File: src/common/csf_pkg.sv
// Purpose: Shared constants and types for the CPU status flag block
// Assumes: 16-bit register words on a plain strobe port
// Notes:   Offsets are word indices on the register port

package csf_pkg;

  // ****************************************************************
  // Register offsets
  // ****************************************************************
  localparam logic [3:0] OFS_STATUS = 4'h0;
  localparam logic [3:0] OFS_CORE_CTRL = 4'h1;
  localparam logic [3:0] OFS_INT_CTRL1 = 4'h2;

  // ****************************************************************
  // Status register fields
  // ****************************************************************
  localparam int BIT_CARRY = 0;
  localparam int BIT_ZERO = 1;
  localparam int BIT_OVF = 2;
  localparam int BIT_NEG = 3;
  localparam int BIT_REPEAT = 4;
  localparam int BIT_PRIO_LO = 5;
  localparam int BIT_PRIO_HI = 7;
  localparam int BIT_SAT_COMB = 9;
  localparam int BIT_SAT_B = 10;
  localparam int BIT_SAT_A = 11;

  // Core control and interrupt control fields
  localparam int BIT_PRIO_TOP = 3;
  localparam int BIT_NEST_DIS = 15;

  // ****************************************************************
  // Reset values
  // ****************************************************************
  localparam logic [2:0] RST_PRIO_FIELD = 3'h0;
  localparam logic RST_PRIO_TOP = 1'b0;
  localparam logic RST_NEST_DIS = 1'b0;
  localparam logic [3:0] RST_FLAGS = 4'h0;
  localparam logic [15:0] RST_RDATA = 16'h0000;

  // Field value that masks every user interrupt
  localparam logic [2:0] PRIO_BLOCK_ALL = 3'h7;

  // ****************************************************************
  // Types
  // ****************************************************************
  typedef enum logic [2:0] {
    CSF_OP_ADD  = 3'h0,
    CSF_OP_ADDC = 3'h1,
    CSF_OP_SUB  = 3'h2,
    CSF_OP_SUBB = 3'h3,
    CSF_OP_LOGIC = 3'h4
  } csf_op_t;

  typedef struct packed {
    logic valid;
    csf_op_t op;
    logic [15:0] opa;
    logic [15:0] opb;
  } csf_alu_req_t;

  typedef struct packed {
    logic upd_nc;
    logic neg;
    logic ovf;
    logic zero;
    logic carry;
  } csf_flags_t;

  typedef struct packed {
    logic load;
    logic top;
    logic [2:0] field;
  } csf_prio_load_t;

  // Places one value bit in an otherwise zero word
  function automatic logic [15:0] csf_bit(input int pos, input logic val);
    logic [15:0] w;
    w = 16'h0000;
    w[pos] = val;
    return w;
  endfunction

endpackage

File: src/rtl/csf_flag_unit.sv
// Purpose: Arithmetic flag evaluation for one ALU operation
// Assumes: Operands are 16-bit two's complement words
// Notes:   Purely combinational; the caller registers the result

`timescale 1ns/1ps

module csf_flag_unit (
  input wire csf_pkg::csf_alu_req_t req, // Operation and operands
  input wire logic carry_in, // Present carry/borrow flag
  input wire logic zero_in, // Present zero flag
  output csf_pkg::csf_flags_t flags // Next flag values
);

  logic [16:0] sum;
  logic [15:0] opb_eff;
  logic cin;
  logic is_sub;
  logic res_zero;

  always_comb
  begin
    is_sub = (req.op == csf_pkg::CSF_OP_SUB) || (req.op == csf_pkg::CSF_OP_SUBB);
    opb_eff = is_sub ? ~req.opb : req.opb;
    unique case (req.op)
      csf_pkg::CSF_OP_ADD: cin = 1'b0;
      csf_pkg::CSF_OP_SUB: cin = 1'b1;
      csf_pkg::CSF_OP_ADDC, csf_pkg::CSF_OP_SUBB: cin = carry_in;
      default: cin = 1'b0;
    endcase
    if (req.op == csf_pkg::CSF_OP_LOGIC)
      sum = {1'b0, req.opa};
    else
      sum = {1'b0, req.opa} + {1'b0, opb_eff} + {16'h0000, cin};
    res_zero = (sum[15:0] == 16'h0000);
    flags.upd_nc = (req.op != csf_pkg::CSF_OP_LOGIC);
    flags.neg = sum[15];
    // Same-signed inputs giving a differently signed result
    flags.ovf = (req.opa[15] == opb_eff[15]) && (sum[15] != req.opa[15]);
    // Carry ops only clear zero so multi-word results test whole
    if ((req.op == csf_pkg::CSF_OP_ADDC) || (req.op == csf_pkg::CSF_OP_SUBB))
      flags.zero = zero_in & res_zero;
    else
      flags.zero = res_zero;
    flags.carry = sum[16];
  end

endmodule

File: src/rtl/csf_prio_unit.sv
// Purpose: Forms the four-bit CPU priority and the user interrupt block
// Assumes: Inputs are the caller's next-state values, not registered ones
// Notes:   Combinational; the caller registers the outputs

`timescale 1ns/1ps

module csf_prio_unit (
  input wire logic [2:0] field, // Three-bit priority field
  input wire logic top, // Fourth priority bit
  output logic [3:0] prio, // Full priority level
  output logic user_block // All user interrupts masked
);

  always_comb
  begin
    prio = {top, field};
    // Level 7 or any level 8..15 masks user sources
    user_block = top || (field == csf_pkg::PRIO_BLOCK_ALL);
  end

endmodule

File: src/rtl/csf_status_top.sv
// Purpose: CPU status register low byte plus saturation bits and priority
// Assumes: One clock, synchronous reset, reads answer one cycle later
// Notes:   Hardware flag updates take precedence over same-cycle writes

`timescale 1ns/1ps

// How it works
// - Bits 7..5 hold priority 0..7; value 7 masks all user interrupts.
// - Top priority bit joins the field; when set, levels 8..15 mask users.
// - Software writes to the priority field are dropped while nesting disabled.
// - Bit 4 mirrors whether a hardware repeat loop is running.
// - Bit 3 follows the sign of each affecting ALU result.
// - Bit 2 flags signed overflow of the last arithmetic result.
// - Bit 1 set by zero result except on carry ops, cleared by latest non-zero result.
// - Bit 0 is carry out of bit 15, doubling as not-borrow.
// - Status writes set saturation flags directly or clear both via combined bit.
module csf_status_top (
  input wire logic mclk, // System clock
  input wire logic reset, // Synchronous reset, active high
  input wire logic [3:0] reg_addr, // Register word index
  input wire logic [15:0] reg_wdata, // Write data
  input wire logic reg_wr, // Write strobe
  input wire logic reg_rd, // Read strobe
  output logic [15:0] reg_rdata, // Read data, cycle after strobe
  input wire csf_pkg::csf_alu_req_t alu_req, // Flag-affecting ALU operation
  input wire logic repeat_running, // Hardware repeat loop busy
  input wire csf_pkg::csf_prio_load_t irq_prio, // Priority load from interrupt logic
  input wire logic sat_a_set, // Accumulator A saturated
  input wire logic sat_b_set, // Accumulator B saturated
  output logic [15:0] cpu_status_reg, // Status word
  output logic [3:0] cpu_priority, // Full four-bit priority
  output logic user_irq_blocked // All user interrupts masked
);

  // ****************************************************************
  // State
  // ****************************************************************
  logic [2:0] cpu_priority_field_ff;
  logic cpu_priority_top_bit_ff;
  logic nesting_disable_ff;
  logic repeat_active_flag_ff;
  logic neg_flag_ff;
  logic signed_overflow_flag_ff;
  logic zero_flag_ff;
  logic carry_flag_ff;
  logic acc_a_saturation_flag_ff;
  logic acc_b_saturation_flag_ff;
  logic [15:0] rdata_ff;
  logic [15:0] status_ff;
  logic [3:0] prio_ff;
  logic user_block_ff;

  logic [2:0] nxt_priority_field;
  logic nxt_priority_top;
  logic nxt_sat_a;
  logic nxt_sat_b;
  logic [15:0] nxt_status;
  logic [15:0] nxt_rdata;
  logic [3:0] prio_comb;
  logic user_block_comb;
  logic wr_status;
  logic wr_core;
  logic wr_int1;
  csf_pkg::csf_flags_t alu_flags;

  // ****************************************************************
  // Decode
  // ****************************************************************
  always_comb
  begin
    wr_status = reg_wr && (reg_addr == csf_pkg::OFS_STATUS);
    wr_core = reg_wr && (reg_addr == csf_pkg::OFS_CORE_CTRL);
    wr_int1 = reg_wr && (reg_addr == csf_pkg::OFS_INT_CTRL1);
  end

  // ****************************************************************
  // Sub-units
  // ****************************************************************
  csf_flag_unit u_flag (
    .req(alu_req),
    .carry_in(carry_flag_ff),
    .zero_in(zero_flag_ff),
    .flags(alu_flags)
  );

  csf_prio_unit u_prio (
    .field(nxt_priority_field),
    .top(nxt_priority_top),
    .prio(prio_comb),
    .user_block(user_block_comb)
  );

  // ****************************************************************
  // Priority field and top bit
  // ****************************************************************
  // Interrupt logic load wins over a software write in the same cycle
  always_comb
  begin
    nxt_priority_field = cpu_priority_field_ff;
    nxt_priority_top = cpu_priority_top_bit_ff;
    if (wr_status && !nesting_disable_ff)
    begin
      nxt_priority_field = reg_wdata[csf_pkg::BIT_PRIO_HI:csf_pkg::BIT_PRIO_LO];
    end
    if (wr_core)
    begin
      nxt_priority_top = reg_wdata[csf_pkg::BIT_PRIO_TOP];
    end
    if (irq_prio.load)
    begin
      nxt_priority_field = irq_prio.field;
      nxt_priority_top = irq_prio.top;
    end
  end

  always_ff @(posedge mclk)
  begin
    if (reset)
    begin
      cpu_priority_field_ff <= csf_pkg::RST_PRIO_FIELD;
      cpu_priority_top_bit_ff <= csf_pkg::RST_PRIO_TOP;
    end
    else
    begin
      cpu_priority_field_ff <= nxt_priority_field;
      cpu_priority_top_bit_ff <= nxt_priority_top;
    end
  end

  // ****************************************************************
  // Nesting disable control
  // ****************************************************************
  always_ff @(posedge mclk)
  begin
    if (reset)
    begin
      nesting_disable_ff <= csf_pkg::RST_NEST_DIS;
    end
    else if (wr_int1)
    begin
      nesting_disable_ff <= reg_wdata[csf_pkg::BIT_NEST_DIS];
    end
  end

  // ****************************************************************
  // Repeat loop flag
  // ****************************************************************
  // Read-only to software; tracks the loop controller level
  always_ff @(posedge mclk)
  begin
    if (reset)
    begin
      repeat_active_flag_ff <= 1'b0;
    end
    else
    begin
      repeat_active_flag_ff <= repeat_running;
    end
  end

  // ****************************************************************
  // Arithmetic flags
  // ****************************************************************
  // ALU result overrides a same-cycle software write of these bits
  always_ff @(posedge mclk)
  begin
    if (reset)
    begin
      {neg_flag_ff, signed_overflow_flag_ff, zero_flag_ff, carry_flag_ff} <=
        csf_pkg::RST_FLAGS;
    end
    else if (alu_req.valid)
    begin
      neg_flag_ff <= alu_flags.neg;
      zero_flag_ff <= alu_flags.zero;
      if (alu_flags.upd_nc)
      begin
        signed_overflow_flag_ff <= alu_flags.ovf;
        carry_flag_ff <= alu_flags.carry;
      end
    end
    else if (wr_status)
    begin
      neg_flag_ff <= reg_wdata[csf_pkg::BIT_NEG];
      signed_overflow_flag_ff <= reg_wdata[csf_pkg::BIT_OVF];
      zero_flag_ff <= reg_wdata[csf_pkg::BIT_ZERO];
      carry_flag_ff <= reg_wdata[csf_pkg::BIT_CARRY];
    end
  end

  // ****************************************************************
  // Accumulator saturation flags
  // ****************************************************************
  // Hardware set beats any clear; a whole-word write is the safe path
  always_comb
  begin
    nxt_sat_a = acc_a_saturation_flag_ff;
    nxt_sat_b = acc_b_saturation_flag_ff;
    if (wr_status)
    begin
      if (!reg_wdata[csf_pkg::BIT_SAT_COMB])
      begin
        nxt_sat_a = 1'b0;
        nxt_sat_b = 1'b0;
      end
      else
      begin
        nxt_sat_a = reg_wdata[csf_pkg::BIT_SAT_A];
        nxt_sat_b = reg_wdata[csf_pkg::BIT_SAT_B];
      end
    end
    if (sat_a_set)
    begin
      nxt_sat_a = 1'b1;
    end
    if (sat_b_set)
    begin
      nxt_sat_b = 1'b1;
    end
  end

  always_ff @(posedge mclk)
  begin
    if (reset)
    begin
      acc_a_saturation_flag_ff <= 1'b0;
      acc_b_saturation_flag_ff <= 1'b0;
    end
    else
    begin
      acc_a_saturation_flag_ff <= nxt_sat_a;
      acc_b_saturation_flag_ff <= nxt_sat_b;
    end
  end

  // ****************************************************************
  // Status word assembly
  // ****************************************************************
  always_comb
  begin
    nxt_status = csf_pkg::csf_bit(csf_pkg::BIT_CARRY, carry_flag_ff)
      | csf_pkg::csf_bit(csf_pkg::BIT_ZERO, zero_flag_ff)
      | csf_pkg::csf_bit(csf_pkg::BIT_OVF, signed_overflow_flag_ff)
      | csf_pkg::csf_bit(csf_pkg::BIT_NEG, neg_flag_ff)
      | csf_pkg::csf_bit(csf_pkg::BIT_REPEAT, repeat_active_flag_ff)
      | csf_pkg::csf_bit(csf_pkg::BIT_SAT_A, acc_a_saturation_flag_ff)
      | csf_pkg::csf_bit(csf_pkg::BIT_SAT_B, acc_b_saturation_flag_ff)
      | csf_pkg::csf_bit(csf_pkg::BIT_SAT_COMB,
          acc_a_saturation_flag_ff | acc_b_saturation_flag_ff);
    nxt_status[csf_pkg::BIT_PRIO_HI:csf_pkg::BIT_PRIO_LO] = cpu_priority_field_ff;
  end

  // ****************************************************************
  // Registered outputs
  // ****************************************************************
  // Status word one cycle behind the flags, priority in step with its field; keeps outputs straight from flops
  always_ff @(posedge mclk)
  begin
    if (reset)
    begin
      status_ff <= csf_pkg::RST_RDATA;
      prio_ff <= {csf_pkg::RST_PRIO_TOP, csf_pkg::RST_PRIO_FIELD};
      user_block_ff <= 1'b0;
    end
    else
    begin
      status_ff <= nxt_status;
      prio_ff <= prio_comb;
      user_block_ff <= user_block_comb;
    end
  end

  // ****************************************************************
  // Register read port
  // ****************************************************************
  // Unmapped indices and idle cycles return zero
  always_comb
  begin
    nxt_rdata = 16'h0000;
    if (reg_rd)
    begin
      unique case (reg_addr)
        csf_pkg::OFS_STATUS: nxt_rdata = nxt_status;
        csf_pkg::OFS_CORE_CTRL:
          nxt_rdata = csf_pkg::csf_bit(csf_pkg::BIT_PRIO_TOP, cpu_priority_top_bit_ff);
        csf_pkg::OFS_INT_CTRL1:
          nxt_rdata = csf_pkg::csf_bit(csf_pkg::BIT_NEST_DIS, nesting_disable_ff);
        default: nxt_rdata = 16'h0000;
      endcase
    end
  end

  always_ff @(posedge mclk)
  begin
    if (reset)
    begin
      rdata_ff <= csf_pkg::RST_RDATA;
    end
    else
    begin
      rdata_ff <= nxt_rdata;
    end
  end

  always_comb
  begin
    reg_rdata = rdata_ff;
    cpu_status_reg = status_ff;
    cpu_priority = prio_ff;
    user_irq_blocked = user_block_ff;
  end

endmodule

File: config.mk
export PLATFORM = sky130hd
export DESIGN_NAME = csf_status_top
export DESIGN_NICKNAME = d
export VERILOG_FILES = /design/src/common/csf_pkg.sv /design/src/rtl/csf_flag_unit.sv /design/src/rtl/csf_prio_unit.sv /design/src/rtl/csf_status_top.sv
export SDC_FILE = /design/constraint.sdc
export NUM_CORES = 1
export LEC_CHECK = 0
export ABC_CLOCK_PERIOD_IN_PS = 3600
export BUFFER_PORTS_ARGS = -buffer_cell sky130_fd_sc_hd__buf_4
export CORE_ASPECT_RATIO = 0.9
export CORE_MARGIN = 2
export CORE_UTILIZATION = 48
export DETAILED_ROUTE_END_ITERATION = 6
export PLACE_DENSITY = 0.82
export RECOVER_POWER = 25
export SLEW_MARGIN = 20
export SYNTH_ARGS = -nofsm -noshare
export SYNTH_HDL_FRONTEND = slang
export SYNTH_SLANG_ARGS = --single-unit
File: constraint.sdc
create_clock -name mclk -period 3.6 [get_ports mclk]
set_clock_uncertainty 0.1 [all_clocks]
set_input_delay 0.18 -clock mclk [delete_from_list [all_inputs] [get_ports mclk]]
set_output_delay 0.18 -clock mclk [all_outputs]
set_load 0.05 [all_outputs]
==> results of run 1 <==
[power by group through the flow]
stage	registers, W	clock network, W	logic [W]
6_report	0.000423	0.000338	0.000418
3_3_place_gp	0.000431	0	0.000412
3_5_place_dp	0.000432	0	0.000417
5_1_grt	0.000424	0.000365	0.000462
4_1_cts	0.000423	0.000340	0.000420
2_1_floorplan	0.000454	0	0.000281
[final cells by class]
type | count | area share (%)
Clock buffer | 6 | 2.29
Clock inverter | 2 | 1.11
Inverter | 6 | 0.711
Multi-Input combinational cell | 228 | 49.3
Sequential cell | 36 | 22.7
Tap cell | 65 | 2.57
Timing Repair Buffer | 91 | 21.3
[worst paths after layout]
path,start,end,cells past startpoint
worst max-delay path,carry_flag_ff,zero_flag_ff,12
worst min register to register,repeat_active_flag_ff,reg_rdata[4],1
worst min-delay path,repeat_running,repeat_active_flag_ff,2
worst max register to register,carry_flag_ff,zero_flag_ff,12
[cell usage after synthesis, types with 2 or more instances]
| library cell | instances |
|---|---|
| a211oi_1 | 4 |
| a21o_1 | 4 |
| a21oi_1 | 15 |
| a31oi_1 | 3 |
| and2_1 | 10 |
| buf_4 | 13 |
| clkbuf_1 | 6 |
| dfxtp_1 | 36 |
| fa_1 | 2 |
| ha_1 | 15 |
| inv_1 | 6 |
| mux2i_1 | 7 |
| nand2_1 | 19 |
| nand2b_1 | 2 |
| nand3_1 | 5 |
| nor2_1 | 26 |
| nor2b_1 | 15 |
| nor3_1 | 13 |
| nor4_1 | 5 |
| o211ai_1 | 6 |
| o21a_1 | 2 |
| o21ai_0 | 12 |
| o21ai_2 | 3 |
| o221ai_1 | 2 |
| o31ai_1 | 2 |
| o41ai_2 | 2 |
| or2_2 | 2 |
| or3_1 | 3 |
| xnor2_1 | 20 |
| xor2_1 | 3 |
[layer usage]
| layer | track usage (%) | wire length (microns) | vias to the layer above | share of wire, % |
|---|---|---|---|---|
| met3 | 4.46 | 295 | 4 | 5.1 |
| met5 | 0 | 0 | - | 0 |
| met1 | 28.9 | 2600 | 1055 | 45 |
| li1 | - | - | 1146 | - |
| met4 | 3.70 | 40 | 0 | 0.69 |
| met2 | 37.4 | 2850 | 68 | 49 |
[worst max-delay path, delay by kind of cell, from the launching register on]
kind                       cells  cell delay [ns]
AOI/OAI and AO/OA              6             1.24
adders and majority gates      2             0.87
DFF                            1             0.35
and+or+nand+nor                2             0.28
muxes                          1             0.14
xor gates and xnor gates       1             0.10
[cells by family after synthesis]
kind of cell / count (synthesis) / synth area share, %
simple gates: 108 / 23.2
xor+xnor: 23 / 8.41
fa+ha+maj: 17 / 9.51
buf+inv: 25 / 5.96
mux: 7 / 2.93
other cells: 1 / 0.157
compound gates: 64 / 19.7
flops: 36 / 30.1
[metrics by stage]
step	util, %	power (W)	hold WS, ns	setup WS (ns)
after CTS	65.7	0.00118	0.00559	0.447
after detailed placement	63.5	0.000848	0.296	0.339
after global placement	63.5	0.000843	0.289	0.384
after global routing	65.6	0.00125	0.0284	0.210
after floorplan	-	0.000735	0.159	0.388
final	65.6	0.00118	0.00890	0.434
==> flow_summary.toml, run 1 <==
[run_status]
status = "finished, final reports clean"

[flow_run]
drv_cap = 0

[layout]
fin_cells = 434
seqCellArea_sq_um = 721
syn_to_final_growth_pct = 32.3
largest_register_ffs = 12
fillers = 425
layout_commonest_cell = "buf_4"
multi_input_area_sq_mm = 0.00156
final_layout_size_suffix_gt1_share_pct = 29.8
fin_nets = 453
layout.cells.most_common_list = "buf_4 (89), dfxtp_1 (36), nor2_1 (26)"
antenna-diode-count = 0
final_cell_area_sq_mm = 0.00317

[floorplanning]
die_h_microns = 71.0
start_util_pct = 49.5
io_pins = 105
fp.dieW_microns = 78.5
row_count = 24
die-area_sq_mm = 0.00557
core_region_area_sq_mm = 0.00483

[global_route]
grt_pass1_vias = 2145
antenna_found_initial = 0
grt.overflow.total = 0
grt_max_degree = 25
grt_pass1_wl_microns = 9860
track_usage_pct = 21.8

[place]
place_hpwl_microns = 4700
gp_congestion = 0.871
portBuffers = 90
placed_cells_incl_taps = 426
place_area_sq_mm = 0.00307

[timing]
fin_crit_ns = 3.17
finalSetupTns_ns = 0
rsz0062_at_grt = "false"
drv_slew = 0
worst_pin_slew_ns = 1.13
fmax_mhz = 316
period_share_pct = 87.9
finalHoldViolations = 0
relSlewSlack_pct = 24.5
finalSetupViolations = 0

[detailed_routing]
drt-total-wl_microns = 5790
drtPass1Iterations = 6
ant_nets = 0
viasPerCell = 5.24
num_vias = 2273
wl_per_cell_microns = 13.3
drc = 0
dr.first_iter.drc_count = 109

[power_and_ir_drop]
peakVddDrop_mv = 0.315
combPwrFrac_pct = 35.5
intPower_w = 0.000801
p_leak_nw = 1.44
power_frac_seq_pct = 35.8
p_clk_share_pct = 28.7
swShare_pct = 32.1
powerDensity_mw_per_mm2 = 372
p_switching_w = 0.000379

[synthesis]
synth_area_per_cell_sq_um = 8.52
yosysSeqAreaShare_pct = 30.1
yosysWarnings = 0
synth_top_cell_by_area = "dfxtp_1"
synth.distinct_cells = 48
postSynth.topFlopCell = "dfxtp_1"
syn_inst = 281
ys_seq_elements = 36
synth_edf_count = 0
syn-cell-area_sq_mm = 0.00239
synth_area_leaders = "dfxtp_1 (30%), ha_1 (7.8%), xnor2_1 (7.3%)"
ys_async_sr_fraction_pct = 0
synth_top_cell_area_share_pct = 30.1

[setup_path]
crit_path_end_kind = "flop"
cp.required_ns = 3.69
arrival_ns = 3.26
max_stage_delay_ns = 0.45
start_kind = "flop"
path_max_fanout = 4
crit_slowest_cell = "fa_1"
reg2reg_slack_ns = 0.43
path_class = "flop to flop"
worstPathCellList = "mux2i_1 > nor2_1 > fa_1 > fa_1 > a211oi_1 > o21a_1 > o21ai_0 > o41ai_2 > xnor2_1 > nor3_1 > a21oi_1 > o41ai_2"

[clock_network]
clockBufferDepth = 2
clk-insertion-delay-late_ns = 0.28
htreeDepth = 2
cts-root-buf = "clkbuf_8"
cts_hold_buf = 0
cts_tree = "built"
cts_buffers = 5
cts_setup_buffers = 0
cts.clk_slew.worst_paths_ns = 0.07
post_cts_resized = 0
clkSinkCount = 36

[min_path]
hp-class = "input port to flop"
(Power assumes the default switching activity.)
==> run 2, diff against run 1 <==
- ABC_CLOCK_PERIOD_IN_PS: 3600 -> 4100
- CELL_PAD_IN_SITES_DETAIL_PLACEMENT: unset -> 0
- CELL_PAD_IN_SITES_GLOBAL_PLACEMENT: unset -> 1
- CORE_UTILIZATION: 48 -> 37
- PLACE_DENSITY: 0.82 -> 0.88
- clock period: 3.6 -> 4.1 ns (I/O delays scaled with it)
==> run 2 against run 1 <==
Compared with the run above: maximum frequency fell by 2.8%; die area rose by 28%; non-clock buffer count did not move; clock power fell by 26%; final area rose by 0.24%; critical path type unchanged; via count fell by 0.66%; largest power group unchanged; combinational power fell by 11%; flip-flop and latch count did not move; routed wire length rose by 4.4%; hold slack improved by 0.013 ns.
==> flow_summary.toml, run 2 (synthesis results as in run 1) <==
[place]
portBuffers = 90
place_hpwl_microns = 4840
gp_congestion = 0.863

[timing]
worst_pin_slew_ns = 1.12
rsz0062_at_grt = "false"
finalSetupTns_ns = 0
drv_slew = 0
relSlewSlack_pct = 25.5
fin_crit_ns = 3.26
fmax_mhz = 307
period_share_pct = 79.4
finalSetupViolations = 0
finalHoldViolations = 0

[clock_network]
htreeDepth = 2
cts_hold_buf = 0
clockBufferDepth = 2
post_cts_resized = 0
clk-insertion-delay-late_ns = 0.30
cts-root-buf = "clkbuf_8"
cts.clk_slew.worst_paths_ns = 0.07
clkSinkCount = 36
cts_buffers = 5
cts_tree = "built"
cts_setup_buffers = 0

[flow_run]
drv_cap = 0

[floorplanning]
fp.dieW_microns = 88.8
die-area_sq_mm = 0.00713
io_pins = 105
die_h_microns = 80.3
row_count = 27
start_util_pct = 38.7
core_region_area_sq_mm = 0.00618

[layout]
layout_commonest_cell = "buf_4"
layout.cells.most_common_list = "buf_4 (89), dfxtp_1 (36), nor2_1 (26)"
fin_nets = 453
final_layout_size_suffix_gt1_share_pct = 30.1
syn_to_final_growth_pct = 32.7
largest_register_ffs = 12
antenna-diode-count = 0

[setup_path]
path_max_fanout = 4
path_class = "flop to flop"
crit_slowest_cell = "fa_1"
r2r-start = "carry_flag_ff"
crit_path_end_kind = "flop"
r2r_end = "zero_flag_ff"
arrival_ns = 3.36
start_kind = "flop"
cp.required_ns = 4.20
worstPathCellList = "mux2i_1 > nor2_1 > fa_1 > fa_1 > a211oi_1 > o21a_1 > o21ai_0 > o41ai_2 > xnor2_1 > nor3_1 > a21oi_1 > o41ai_2"
reg2reg_slack_ns = 0.84
r2r_cells = 12
max_stage_delay_ns = 0.45

[power_and_ir_drop]
total_power_w = 0.000993
p_leak_nw = 1.44
powerDensity_mw_per_mm2 = 313
peakVddDrop_mv = 0.119

[detailed_routing]
dr.first_iter.drc_count = 104
drc = 0
drt-total-wl_microns = 6040
viasPerCell = 4.95
ant_nets = 0
num_vias = 2258
drtPass1Iterations = 4
wl_per_cell_microns = 13.3

[min_path]
hold_start = "repeat_running"
holdPathStages = 2
worst_hold_path.endpoint = "repeat_active_flag_ff"
hp-class = "input port to flop"

[run_status]
status = "finished, final reports clean"

[global_route]
grt_pass1_wl_microns = 9810
track_usage_pct = 17.5
grt_max_degree = 25
grt.overflow.total = 0
grt_pass1_vias = 2112
antenna_found_initial = 0
==> run 2: cell types whose count changed in the layout (fill, tap and decap cells not counted) <==
cell and change:
bufinv_16 -1, clkbuf_1 -1, clkinv_2 +1, clkinv_4 +1
==> run 2: worst max-delay path by stage <==
stage | endpoint | slack, ns | from
2_1_floorplan | zero_flag_ff | 0.86 | alu_req[34]
3_3_place_gp | zero_flag_ff | 0.80 | alu_req[34]
3_5_place_dp | zero_flag_ff | 0.73 | alu_req[34]
4_1_cts | zero_flag_ff | 0.85 | carry_flag_ff
5_1_grt | zero_flag_ff | 0.63 | carry_flag_ff
6_report | zero_flag_ff | 0.84 | carry_flag_ff
==> run 2: area by class of cell <==
cell class / count / area (sq um)
Clock buffer: 5 / 68.8
Sequential cell: 36 / 721
Clock inverter: 3 / 18.8
Multi-Input combinational cell: 228 / 1560
Fill cell: 620 / 3010
Timing Repair Buffer: 91 / 676
Inverter: 6 / 22.5
Tap cell: 87 / 109
==> run 2: per-stage QoR <==
| stage | hold WS, ns | cell area (sq um) | util (%) | std cells | setup slack [ns] |
|---|---|---|---|---|---|
| 2_1_floorplan | 0.184 | 2420 | - | 289 | 0.863 |
| 3_3_place_gp | 0.314 | 3100 | 50.1 | 448 | 0.800 |
| 3_5_place_dp | 0.319 | 3100 | 50.1 | 448 | 0.726 |
| 4_1_cts | 0.00961 | 3180 | 51.5 | 456 | 0.845 |
| 5_1_grt | 0.0211 | 3180 | 51.4 | 456 | 0.626 |
| 6_report | 0.0219 | 3180 | 51.4 | 456 | 0.844 |
==> run 2: power breakdown <==
part / switching, W / internal, W
sequential: 0.00000740 / 0.000363
clock: 0.000133 / 0.000118
combinational: 0.000211 / 0.000159
==> run 2: metal layers <==
layer | track usage [%] | share of wire [%]
met5 | 0 | 0
met4 | 6.52 | 2.0
met3 | 2.57 | 5.5
met2 | 27.5 | 46
met1 | 24.0 | 47
==> run 2: critical path: cells and delay by family (launching register included) <==
family | cells | cell delay, ns
AO/OA/AOI/OAI | 6 | 1.32
XOR/XNOR | 1 | 0.10
adder cells (fa/ha/maj) | 2 | 0.88
flip-flops | 1 | 0.35
multiplexers | 1 | 0.14
AND/OR/NAND/NOR | 2 | 0.28
==> run 3, diff against run 2 <==
- ABC_CLOCK_PERIOD_IN_PS: 4100 -> 2700
- CORE_UTILIZATION: 37 -> 31
- PLACE_DENSITY: 0.88 -> 0.78
- clock period: 4.1 -> 2.7 ns (I/O delays scaled with it)
==> run 3 against run 2 <==
Compared with the run above: the run now ends with setup timing left; worst setup slack got worse by 0.96 ns; utilization decreased by 3.6 points; sequential power increased by 52%; clock-buffer cell count unchanged; non-clock buffer count increased by 38; sequential share of layout area decreased by 2.6 points.
==> flow_summary.toml, run 3 (synthesis results as in run 1) <==
[setup_path]
arrival_ns = 2.90
path_max_fanout = 3
crit_path_end_kind = "flop"
r2r_cells = 13
cp.required_ns = 2.79
path_class = "flop to flop"
start_kind = "flop"

[clock_network]
clockBufferDepth = 2
clk-insertion-delay-late_ns = 0.28
htreeDepth = 2
clkSinkCount = 36
cts.clk_slew.worst_paths_ns = 0.07
cts_buffers = 5
cts-root-buf = "clkbuf_8"
cts_tree = "built"

[timing]
drv_slew = 0
period_share_pct = 104
rsz0062_at_grt = "true"
fin_crit_ns = 2.82
fmax_mhz = 355
worst_pin_slew_ns = 0.571
finalHoldViolations = 0
relSlewSlack_pct = 61.8
worst_slack_ns = -0.115
finalSetupViolations = 2
finalSetupTns_ns = -0.160

[floorplanning]
core_region_area_sq_mm = 0.00751
fp.dieW_microns = 96.6
start_util_pct = 31.9
row_count = 30
die-area_sq_mm = 0.00844
io_pins = 105
die_h_microns = 87.4

[place]
portBuffers = 90
place_area_sq_mm = 0.00340
place_hpwl_microns = 5420
pre_cts_slack_ns = -0.261
placed_cells_incl_taps = 490
gp_congestion = 0.806

[power_and_ir_drop]
p_leak_nw = 1.66
peakVddDrop_mv = 0.192
powerDensity_mw_per_mm2 = 473

[global_route]
grt_pass1_wl_microns = 10700
track_usage_pct = 15.2
grt.overflow.total = 0
grt_max_degree = 25
antenna_found_initial = 0
grt_pass1_vias = 2313

[layout]
fillers = 746
layout.cells.most_common_list = "buf_4 (122), dfxtp_1 (35), nor2_1 (26)"
final_cell_area_sq_mm = 0.00359
largest_register_ffs = 12
layout_commonest_cell = "buf_4"
final_layout_size_suffix_gt1_share_pct = 38.3
antenna-diode-count = 0
fin_nets = 491
syn_to_final_growth_pct = 49.7
fin_cells = 503

[run_status]
violations = "setup timing"
status = "complete, but fails checks"

[detailed_routing]
ant_nets = 0
drc = 0
viasPerCell = 4.74
dr.first_iter.drc_count = 117
num_vias = 2386
drtPass1Iterations = 4
wl_per_cell_microns = 13.0
drt-total-wl_microns = 6550

[flow_run]
drv_cap = 0

[min_path]
holdPathStages = 3
hp-class = "input port to flop"
==> run 3: cell types whose count changed in the layout (fill, tap and decap cells not counted), moves of 2 or more <==
cell,before,now
fa_1,2,0
buf_4,89,122
fa_2,0,2
buf_6,0,2
dlygate4sd3_1,0,3
xnor2_1,20,18
==> run 3: what timing repair did <==
item / CTS / global route
endpoints found under the setup margin: 1 / 3
endpoints found under the hold margin: 3 / 0
pin swaps: 3 / 7
resized for setup: 0 / 7
setup buffers: 0 / 2
hold buffers: 3 / 0
==> run 3: layout make-up <==
class / count / area [sq um] / share of cell area (%)
Clock inverter: 3 / 42.5 / 1.19
Sequential cell: 36 / 722 / 20.1
Clock buffer: 5 / 68.8 / 1.92
Timing Repair Buffer: 129 / 980 / 27.3
Multi-Input combinational cell: 228 / 1630 / 45.5
Inverter: 6 / 22.5 / 0.628
Tap cell: 96 / 120 / 3.35
==> run 3: per-layer routing <==
metal	global-route usage, %	up-vias	wire [microns]
met5	0	-	0
met2	26.0	64	3110
li1	-	1229	-
met3	2.17	6	230
met4	3.46	0	59
met1	20.5	1087	3150
==> run 3: path summary, 6_finish.rpt <==
check,start,endpoint,slack (ns)
worst max-delay path,carry_flag_ff,zero_flag_ff,-0.12
worst min-delay path,reg_wdata[15],nesting_disable_ff,0.03
worst max register to register,carry_flag_ff,zero_flag_ff,-0.12
worst min register to register,repeat_active_flag_ff,reg_rdata[4],0.35
==> run 3: metrics by stage <==
step	total power [W]	hold WS, ns	util, %
2_1_floorplan	0.000993	0.114	-
3_3_place_gp	0.00123	0.243	45.3
3_5_place_dp	0.00123	0.254	45.3
4_1_cts	0.00170	0.0239	47.2
5_1_grt	0.00180	0.0225	47.8
6_report	0.00170	0.0333	47.8
==> run 3: power breakdown <==
group          internal (W)  total [W]  switching, W
logic              0.000328   0.000682      0.000354
registers          0.000552   0.000563     0.0000103
clock network      0.000273   0.000453      0.000180
==> run 3: worst max-delay path, cell delays in order (launching register included) <==
cell	delay (ns)
dfxtp_2	0.32
mux2i_1	0.15
nor2_1	0.07
fa_2	0.36
buf_4	0.15
buf_6	0.11
a211oi_4	0.23
o21ai_2	0.11
o21bai_4	0.20
a31oi_4	0.12
or3_4	0.39
a21oi_4	0.14
a21oi_1	0.09
o41ai_2	0.18
